**config.mk**
```make
export PLATFORM = sky130hd
export DESIGN_NAME = alcb_top
export DESIGN_NICKNAME = d
export VERILOG_FILES = /design/src/logic/alcb_pkg.sv /design/src/logic/alcb_top.sv
export SDC_FILE = /design/constraint.sdc
export NUM_CORES = 1
export LEC_CHECK = 0
export ABC_AREA = 1
export BUFFER_PORTS_ARGS = -buffer_cell sky130_fd_sc_hd__buf_2
export CELL_PAD_IN_SITES_DETAIL_PLACEMENT = 1
export CELL_PAD_IN_SITES_GLOBAL_PLACEMENT = 1
export CORE_ASPECT_RATIO = 2
export CORE_UTILIZATION = 45
export CTS_CLUSTER_SIZE = 10
export DETAILED_ROUTE_END_ITERATION = 7
export PLACE_DENSITY = 0.8
export SETUP_SLACK_MARGIN = 0.1
export SYNTH_ARGS = -nofsm -noshare
export SYNTH_HDL_FRONTEND = slang
export SYNTH_SLANG_ARGS = --single-unit
```
**constraint.sdc**
```tcl
create_clock -name clock -period 3.3 [get_ports clock]
set_clock_uncertainty 0.15 [all_clocks]
set_input_delay 0.33 -clock clock [delete_from_list [all_inputs] [get_ports clock]]
set_output_delay 0.33 -clock clock [all_outputs]
set_load 0.01 [all_outputs]
```
**src/logic/alcb_pkg.sv**
```systemverilog
// Purpose: Shared constants for the address latch and command buffer block
// Assumes: 100 MHz single clock, AHB-Lite register access
// Notes:   Offsets are byte addresses of 32-bit words
package alcb_pkg;
    localparam int unsigned CLK_PERIOD_NS = 10;
    localparam int unsigned SECOND_MS     = 1000;
    localparam int unsigned SECOND_CYC    = SECOND_MS * 1000000 / CLK_PERIOD_NS;
    localparam int unsigned SEC_PER_MIN   = 60;
    localparam int unsigned CMOS_BYTES    = 128;

    localparam logic [7:0] OFS_INDEX  = 8'h00;
    localparam logic [7:0] OFS_DATA   = 8'h04;
    localparam logic [7:0] OFS_CTRL   = 8'h08;
    localparam logic [7:0] OFS_STATUS = 8'h0c;
    localparam logic [7:0] OFS_CS0    = 8'h10;
    localparam logic [7:0] OFS_CS1    = 8'h14;
    localparam logic [7:0] OFS_CS2    = 8'h18;
    localparam logic [7:0] OFS_MCPORT = 8'h1c;

    // Control register fields
    localparam int unsigned CTRL_MODE_LO = 0;
    localparam int unsigned CTRL_IRQ_EN  = 2;
    localparam int unsigned CTRL_CS_LO   = 3;
    // Status register fields
    localparam int unsigned ST_TEST   = 0;
    localparam int unsigned ST_MINUTE = 1;
    localparam int unsigned ST_MASTER = 2;

    localparam logic [7:0]  INDEX_RST  = 8'h80;
    localparam logic [5:0]  CTRL_RST   = 6'h00;
    localparam logic [23:0] CS_RST     = 24'h000000;
    localparam logic [23:0] MCPORT_RST = 24'h000022;
    localparam logic [3:0]  LOWMEG_TOP = 4'h0;

    typedef enum logic [1:0] {
        ALCB_SYNC_HALF,
        ALCB_SYNC_QUARTER,
        ALCB_ASYNC
    } alcb_mode_e;
endpackage

```
**src/logic/alcb_top.sv**
```systemverilog
// Purpose: Address latch, command buffers, clock/CMOS store and I/O selects
// Assumes: All pins synchronous to clock; strobe held high at least one cycle
// Notes:   Latch outputs lag the CPU address by one cycle (all outputs flopped)
//
// Behaviour
// - Low channel address follows CPU address while strobe high, holds after fall.
// - Mid channel address bits behave like the low bits under the strobe.
// - Internal address bits 0-23 captured at strobe falling edge.
// - Upper address passes in half-rate sync mode, else captured at strobe fall.
// - Channel byte-high-enable latches CPU one under the strobe; in master mode it drives CPU side.
// - Low-megabyte memory commands asserted only for addresses below 1M.
// - Address enable high during DMA; I/O selects then deselected.
// - Memory-address transceiver enable asserted for accesses to controller port.
// - Test mode while master request and both channel I/O commands low.
// - Minute pulse output derived from the clock's minute counter.
// - Clock interrupt request driven when the clock needs service.
// - 128 CMOS bytes; no frequency select input, no square wave output.
// - Three active-low I/O selects, each matching its programmed address.
// - Index register selects CMOS byte, bit 7 disables NMI; data port accesses.
//
// The AHB-Lite slave port and the address map were left to the implementer.
`timescale 1ns/10ps
module alcb_top #(
    parameter int unsigned SECOND_CYCLES = alcb_pkg::SECOND_CYC
) (
    input  wire logic        clock,
    input  wire logic        rst,
    // AHB-Lite slave
    input  wire logic        hsel,
    input  wire logic [7:0]  haddr,
    input  wire logic [1:0]  htrans,
    input  wire logic        hwrite,
    input  wire logic [2:0]  hsize,
    input  wire logic        hready,
    input  wire logic [31:0] hwdata,
    output logic      [31:0] hrdata,
    output logic             hreadyout,
    output logic             hresp,
    // CPU side
    input  wire logic [23:0] cpuAddrIn,
    output logic      [23:0] cpuAddrOut,
    output logic             cpuAddrOe,
    input  wire logic        addressBitTwenty,
    input  wire logic        cpuByteHighEnableInN,
    output logic             cpuByteHighEnableOutN,
    output logic             cpuByteHighEnableOe,
    input  wire logic        cpuIoReadN,
    input  wire logic        cpuIoWriteN,
    input  wire logic        cpuMemReadN,
    input  wire logic        cpuMemWriteN,
    output logic      [3:0]  cpuCmdOutN,
    output logic             cpuCmdOe,
    // Controls from system controller
    input  wire logic        addrLatchStrobe,
    input  wire logic        commandBufferEnableN,
    input  wire logic        addressEnable,
    // Channel side
    input  wire logic [16:0] channelAddrLowIn,
    output logic      [16:0] channelLatchedAddressLow,
    output logic             channelAddrLowOe,
    output logic      [2:0]  channelLatchedAddressMid,
    output logic      [6:0]  upperUnlatchedAddress,
    input  wire logic        channelByteHighEnableInN,
    output logic             channelByteHighEnableOutN,
    output logic             channelByteHighEnableOe,
    input  wire logic        masterRequestN,
    input  wire logic        channelIoReadInN,
    input  wire logic        channelIoWriteInN,
    output logic             channelIoReadOutN,
    output logic             channelIoWriteOutN,
    output logic             channelIoOe,
    output logic             lowmegChannelMemReadN,
    output logic             lowmegChannelMemWriteN,
    // Miscellaneous
    output logic             memaddrTransceiverEnableN,
    output logic             minutePulseOut,
    output logic             clockInterruptRequest,
    output logic             nmiDisable,
    output logic             testMode,
    output logic      [2:0]  progIoSelectN
);
    ////////////////////////////////////////////////////////////////////////////
    logic [7:0]  index_r;
    logic [5:0]  ctrl_r;
    logic [23:0] csBase_r [3];
    logic [23:0] mcPort_r;
    logic [7:0]  cmos_r [alcb_pkg::CMOS_BYTES];
    logic        minuteFlag_r;
    logic        wrPend_r;
    logic [7:0]  wrAddr_r;
    logic        aleDly_r;
    logic [23:0] intAddr_r;
    logic [31:0] secCnt_r;
    logic [5:0]  minCnt_r;
    logic        minuteEv;
    logic        aleFall;
    logic        masterMode;
    logic        ioCycle;
    logic [23:0] fullAddr;
    logic        addrPhase;
    logic [31:0] rdVal;
    alcb_pkg::alcb_mode_e mode;

    assign mode       = alcb_pkg::alcb_mode_e'(ctrl_r[alcb_pkg::CTRL_MODE_LO +: 2]);
    assign masterMode = ~masterRequestN;
    assign aleFall    = aleDly_r & ~addrLatchStrobe;
    // Bit twenty is taken as gated upstream, never re-gated here
    assign fullAddr   = {cpuAddrIn[23:21], addressBitTwenty, cpuAddrIn[19:0]};
    assign ioCycle    = ~cpuIoReadN | ~cpuIoWriteN;
    assign addrPhase  = hsel & hready & htrans[1];

    ////////////////////////////////////////////////////////////////////////////
    // AHB-Lite slave: reads answered with zero wait, writes land in data phase
    always_ff @(posedge clock)
    begin
        if (rst)
        begin
            wrPend_r  <= 1'b0;
            wrAddr_r  <= 8'h00;
            hreadyout <= 1'b1;
            hresp     <= 1'b0;
            hrdata    <= 32'h00000000;
        end
        else
        begin
            hreadyout <= 1'b1;
            hresp     <= 1'b0;
            wrPend_r  <= addrPhase & hwrite;
            wrAddr_r  <= haddr;
            if (addrPhase & ~hwrite)
            begin
                hrdata <= rdVal;
            end
        end
    end

    always_comb
    begin
        rdVal = 32'h00000000;
        unique case (haddr)
            alcb_pkg::OFS_INDEX:  rdVal[7:0]  = index_r;
            alcb_pkg::OFS_DATA:   rdVal[7:0]  = cmos_r[index_r[6:0]];
            alcb_pkg::OFS_CTRL:   rdVal[5:0]  = ctrl_r;
            alcb_pkg::OFS_STATUS: rdVal[2:0]  = {masterMode, minuteFlag_r, testMode};
            alcb_pkg::OFS_CS0:    rdVal[23:0] = csBase_r[0];
            alcb_pkg::OFS_CS1:    rdVal[23:0] = csBase_r[1];
            alcb_pkg::OFS_CS2:    rdVal[23:0] = csBase_r[2];
            alcb_pkg::OFS_MCPORT: rdVal[23:0] = mcPort_r;
            default:              rdVal       = 32'h00000000;
        endcase
    end

    always_ff @(posedge clock)
    begin
        if (rst)
        begin
            index_r     <= alcb_pkg::INDEX_RST;
            ctrl_r      <= alcb_pkg::CTRL_RST;
            csBase_r[0] <= alcb_pkg::CS_RST;
            csBase_r[1] <= alcb_pkg::CS_RST;
            csBase_r[2] <= alcb_pkg::CS_RST;
            mcPort_r    <= alcb_pkg::MCPORT_RST;
        end
        else if (wrPend_r)
        begin
            unique case (wrAddr_r)
                alcb_pkg::OFS_INDEX:  index_r     <= hwdata[7:0];
                alcb_pkg::OFS_CTRL:   ctrl_r      <= hwdata[5:0];
                alcb_pkg::OFS_CS0:    csBase_r[0] <= hwdata[23:0];
                alcb_pkg::OFS_CS1:    csBase_r[1] <= hwdata[23:0];
                alcb_pkg::OFS_CS2:    csBase_r[2] <= hwdata[23:0];
                alcb_pkg::OFS_MCPORT: mcPort_r    <= hwdata[23:0];
                default:              ;
            endcase
        end
    end

    // Battery-backed store: no reset, contents survive system reset
    always_ff @(posedge clock)
    begin
        if (wrPend_r && wrAddr_r == alcb_pkg::OFS_DATA)
        begin
            cmos_r[index_r[6:0]] <= hwdata[7:0];
        end
    end

    always_ff @(posedge clock)
    begin
        if (rst)
        begin
            nmiDisable <= 1'b1;
        end
        else
        begin
            nmiDisable <= index_r[7];
        end
    end

    ////////////////////////////////////////////////////////////////////////////
    // Address latch
    always_ff @(posedge clock)
    begin
        if (rst)
        begin
            aleDly_r  <= 1'b0;
            intAddr_r <= 24'h000000;
        end
        else
        begin
            aleDly_r <= addrLatchStrobe;
            if (addrLatchStrobe)
            begin
                intAddr_r <= fullAddr;
            end
        end
    end

    always_ff @(posedge clock)
    begin
        if (rst)
        begin
            channelLatchedAddressLow <= 17'h00000;
            channelLatchedAddressMid <= 3'h0;
            upperUnlatchedAddress    <= 7'h00;
        end
        else
        begin
            if (addrLatchStrobe)
            begin
                channelLatchedAddressLow <= fullAddr[16:0];
                channelLatchedAddressMid <= fullAddr[19:17];
            end
            if (mode == alcb_pkg::ALCB_SYNC_HALF || addrLatchStrobe)
            begin
                upperUnlatchedAddress <= fullAddr[23:17];
            end
        end
    end

    ////////////////////////////////////////////////////////////////////////////
    // Direction and commands; master mode turns the buffers round
    always_ff @(posedge clock)
    begin
        if (rst)
        begin
            channelAddrLowOe          <= 1'b1;
            cpuAddrOe                 <= 1'b0;
            cpuAddrOut                <= 24'h000000;
            channelByteHighEnableOe   <= 1'b1;
            channelByteHighEnableOutN <= 1'b1;
            cpuByteHighEnableOe       <= 1'b0;
            cpuByteHighEnableOutN     <= 1'b1;
            cpuCmdOe                  <= 1'b0;
            cpuCmdOutN                <= 4'hf;
            channelIoOe               <= 1'b0;
            channelIoReadOutN         <= 1'b1;
            channelIoWriteOutN        <= 1'b1;
            lowmegChannelMemReadN     <= 1'b1;
            lowmegChannelMemWriteN    <= 1'b1;
        end
        else
        begin
            channelAddrLowOe        <= ~masterMode;
            cpuAddrOe               <= masterMode;
            cpuAddrOut              <= {7'h00, channelAddrLowIn};
            channelByteHighEnableOe <= ~masterMode;
            cpuByteHighEnableOe     <= masterMode;
            cpuByteHighEnableOutN   <= channelByteHighEnableInN;
            if (addrLatchStrobe)
            begin
                channelByteHighEnableOutN <= cpuByteHighEnableInN;
            end
            cpuCmdOe           <= masterMode;
            cpuCmdOutN         <= {channelIoReadInN, channelIoWriteInN, 2'b11};
            // The buffer enable is trusted as given
            channelIoOe        <= ~masterMode & ~commandBufferEnableN;
            channelIoReadOutN  <= cpuIoReadN;
            channelIoWriteOutN <= cpuIoWriteN;
            // Below 1M only
            lowmegChannelMemReadN  <= ~(~commandBufferEnableN & ~cpuMemReadN &
                                        intAddr_r[23:20] == alcb_pkg::LOWMEG_TOP);
            lowmegChannelMemWriteN <= ~(~commandBufferEnableN & ~cpuMemWriteN &
                                        intAddr_r[23:20] == alcb_pkg::LOWMEG_TOP);
        end
    end

    ////////////////////////////////////////////////////////////////////////////
    // Chip selects and test entry; DMA cycles never select
    always_ff @(posedge clock)
    begin
        if (rst)
        begin
            progIoSelectN             <= 3'b111;
            memaddrTransceiverEnableN <= 1'b1;
            testMode                  <= 1'b0;
        end
        else
        begin
            for (int i = 0; i < 3; i++)
            begin
                progIoSelectN[i] <= ~(ioCycle & ~addressEnable &
                                      ctrl_r[alcb_pkg::CTRL_CS_LO + i] &
                                      intAddr_r == csBase_r[i]);
            end
            memaddrTransceiverEnableN <= ~(ioCycle & ~addressEnable &
                                           intAddr_r == mcPort_r);
            testMode <= masterMode & ~channelIoReadInN & ~channelIoWriteInN;
        end
    end

    ////////////////////////////////////////////////////////////////////////////
    // Seconds divider and minute counter
    assign minuteEv = (secCnt_r == SECOND_CYCLES - 1) &&
                      (minCnt_r == 6'(alcb_pkg::SEC_PER_MIN - 1));

    always_ff @(posedge clock)
    begin
        if (rst)
        begin
            secCnt_r       <= 32'h00000000;
            minCnt_r       <= 6'h00;
            minutePulseOut <= 1'b0;
        end
        else
        begin
            secCnt_r       <= (secCnt_r == SECOND_CYCLES - 1) ? 32'h00000000 : secCnt_r + 32'h00000001;
            minutePulseOut <= minuteEv;
            if (secCnt_r == SECOND_CYCLES - 1)
            begin
                minCnt_r <= minuteEv ? 6'h00 : minCnt_r + 6'h01;
            end
        end
    end

    // Sticky minute flag; a new minute beats a simultaneous clear
    always_ff @(posedge clock)
    begin
        if (rst)
        begin
            minuteFlag_r          <= 1'b0;
            clockInterruptRequest <= 1'b0;
        end
        else
        begin
            if (minuteEv)
            begin
                minuteFlag_r <= 1'b1;
            end
            else if (wrPend_r && wrAddr_r == alcb_pkg::OFS_STATUS && hwdata[alcb_pkg::ST_MINUTE])
            begin
                minuteFlag_r <= 1'b0;
            end
            clockInterruptRequest <= minuteFlag_r & ctrl_r[alcb_pkg::CTRL_IRQ_EN];
        end
    end
endmodule

```
==> results_dict.tcl <==
set metrics [dict create \
    area_delta_synth_final_pct 14.8 \
    ys_warn_count 0 \
    reg2reg_slack_ps 190 \
    cts_tree "yes" \
    synth_edf_count 1096 \
    path_clk_slew_ps 60 \
    die_w_um 245 \
    wl_per_cell_um 27.3 \
    grt_pass1_wl_um 270000 \
    layout_common_cells "nand2_1, edfxtp_1, nand3_1, nor2_1, inv_1" \
    reg2reg_depth 14 \
    synth_area_leaders "edfxtp_1, nand2_1, nand3_1" \
    slew_viol_final 0 \
    status "finished, final reports clean" \
    layoutNonFillerInstCount 6760 \
    die_h_um 488 \
    max_cap_viol_count 0 \
    htree_levels 4 \
    path_max_fanout 89 \
    yosysTopAreaCellShare 0.619 \
    power.leakage_uw 0.0223 \
    cts.sinks 1280 \
    hold_class "in2reg" \
    port_buffers 180 \
    core_area_sq_um 117000 \
    rows 178 \
    hold_violations 0 \
    antenna_found_initial 3 \
    initial_core_util 0.453 \
    slew-limit-headroom 0.230 \
    setup_viol 0 \
    cp.arrival_ps 3650 \
    min_path_cells 1 \
    async_flop_share 0 \
    max_freq_mhz 321 \
    clock_latency_ps 780 \
    required_ps 3840 \
    finalCriticalPeriod_ps 3110 \
    cts-root-buf "clkbuf_16" \
    drt-total-wl_um 184000 \
    yosysSeqAreaShare 0.689 \
    hp-start "hwdata[4]" \
    final_common_cell "nand2_1" \
    grt_usage 0.309 \
    tightestPinTransition_ps 1140 \
    synth-main-ff-cell "edfxtp_1" \
    syn_area_sq_um 53100 \
    synth_cells 4844 \
    drc 0 \
    viasPerCell 5.90 \
    start_kind "flop" \
    fin_crit_sh 0.943 \
    drive_gt1_frac 0.116 \
    syn_avg_cell_area_sq_um 11.0 \
    io_pins 213 \
    place.gp.congestion 0.975 \
    irDropWorstVdd_mv 0.580 \
    endpoint_kind "flop" \
    die_area_sq_um 120000 \
    synth.largest_area_cell "edfxtp_1" \
    rsz0062_at_grt "false" \
    drtIter0Drc 3304 \
    placed_cells 6455 \
    hpwl_um 119000 \
    final.setup.tns_ps 0 \
    clk_path_buf_depth 3 \
    grt.overflow.total 0 \
    cellPowerDensity_nw_per_um2 548 \
    ant_nets 0 \
    netlist-cell-type-count 50 \
    worst_hold_slack_ps 3.27 \
    grt_pass1_vias 43382 \
    whs_endpoint "cmos_r[60][4]$_DFFE_PP_" \
    cts_buffers 146 \
    yosys_register_bits 1280 \
    num-fill-cells 12391 \
    nets 5269 \
    grt_max_degree 111 \
    r2r_end "hrdata[7]$_SDFFE_PP0P_" \
    postCtsSetupRepairBufs 0 \
    drtPass1Iterations 5 \
    vias 39901 \
    critPathKind "reg2reg" \
]
-- synth_stat cells, types with 3 or more instances --
library cell,n
nand2_2,8
nor2_1,250
dfxtp_1,184
a22o_1,4
inv_1,196
nor3_2,3
edfxtp_1,1096
a21oi_1,91
a221oi_1,6
nand2_1,1341
inv_2,9
o221ai_1,3
a21oi_2,8
xnor2_1,18
nor3_1,28
o2111ai_1,11
nor2_4,6
and3_1,6
buf_2,115
xor2_1,25
nor3b_1,6
or2_2,7
clkbuf_1,61
nor4_1,18
nand3b_1,4
o22ai_1,48
buf_1,26
a211oi_1,8
nand4_1,17
nand3_1,990
o21ai_0,108
o211ai_1,4
nor2_2,3
buf_6,49
buf_4,66
-- flip-flops by register name, indices dropped and copies added (netlist names), 2 cells and up, named ones only --
register	flops
csBase_r	72
progIoSelectN	3
ctrl_r	6
wrAddr_r	8
cpuAddrOut	17
secCnt_r	32
cmos_r	1024
mcPort_r	24
intAddr_r	24
hrdata	24
index_r	8
minCnt_r	6
cpuCmdOutN	2
upperUnlatchedAddress	7
-- how the worst max path moves through the flow --
stage	to	cells past startpoint	slack [ps]	start
after floorplan	csBase_r[0][48]$_DFFE_PP_	5	230	wrAddr_r[1]$_SDFF_PP0_
after detailed placement	hrdata[7]$_SDFFE_PP0P_	14	380	flop
final	hrdata[7]$_SDFFE_PP0P_	14	190	flop
after CTS	hrdata[0]$_SDFFE_PP0P_	14	320	flop
after global placement	hrdata[7]$_SDFFE_PP0P_	14	450	flop
after global routing	hrdata[7]$_SDFFE_PP0P_	14	150	flop
-- cells by family after synthesis --
group / after synthesis / synth area share
compound gates: 298 / 0.0323
flops: 1280 / 0.689
fa+ha+maj: 2 / 0.000471
other cells: 2 / 0.000141
xor+xnor: 43 / 0.00709
buf+inv: 524 / 0.0514
simple gates: 2695 / 0.220
-- final cells by class --
type	instances	area, sq um	area share
flip-flops and latches	1280	36600	0.600
multi-input cells	3057	13900	0.228
clock buffers	197	3890	0.0637
repair buffers	471	3710	0.0608
well taps	1530	1910	0.0314
inverters	207	803	0.0132
clock inverters	14	155	0.00254
diodes	4	10.0	0.000164
-- report_power, final --
group	switching, uW	total [uW]	internal, uW
clock	6440	14600	8160
combinational	756	1060	306
sequential	108	17700	17600
-- per-layer routing --
metal  part of all wire  GRT usage  vias to the layer above
li1                   -          -                    17398
met1               0.32      0.294                    19948
met5                  0          0                        -
met4               0.11      0.297                        0
met3              0.055     0.0474                      747
met2               0.52      0.558                     1808
-- timing repair --
item | CTS | global route
endpoints found under the hold margin | 224 | 0
hold buffers | 90 | 0
resized for setup | 0 | 3
setup endpoints to repair | 0 | 2
-- critical path, stage by stage (launching register included) --
cell,delay (ps)
dfxtp_4,410
inv_16,290
buf_4,370
nand2_1,80
nand3_1,90
nand3_1,110
nand3_1,280
nand2_1,100
nand2_1,90
nand3_2,230
nand3_1,190
nand3_1,150
nand2_1,170
nand2_1,90
a21oi_2,130
-- metrics by stage --
stage / setup WS [ps] / utilization / area [sq um] / power (uW)
finish: 189 / 0.520 / 61000 / 33400
global route: 153 / 0.520 / 61000 / 33900
CTS: 318 / 0.520 / 61000 / 33400
detailed placement: 378 / 0.477 / 56000 / 19000
global placement: 447 / 0.477 / 56000 / 19000
floorplan: 227 / - / 53200 / 18400
No activity file was read; power rests on OpenSTA's default activity.
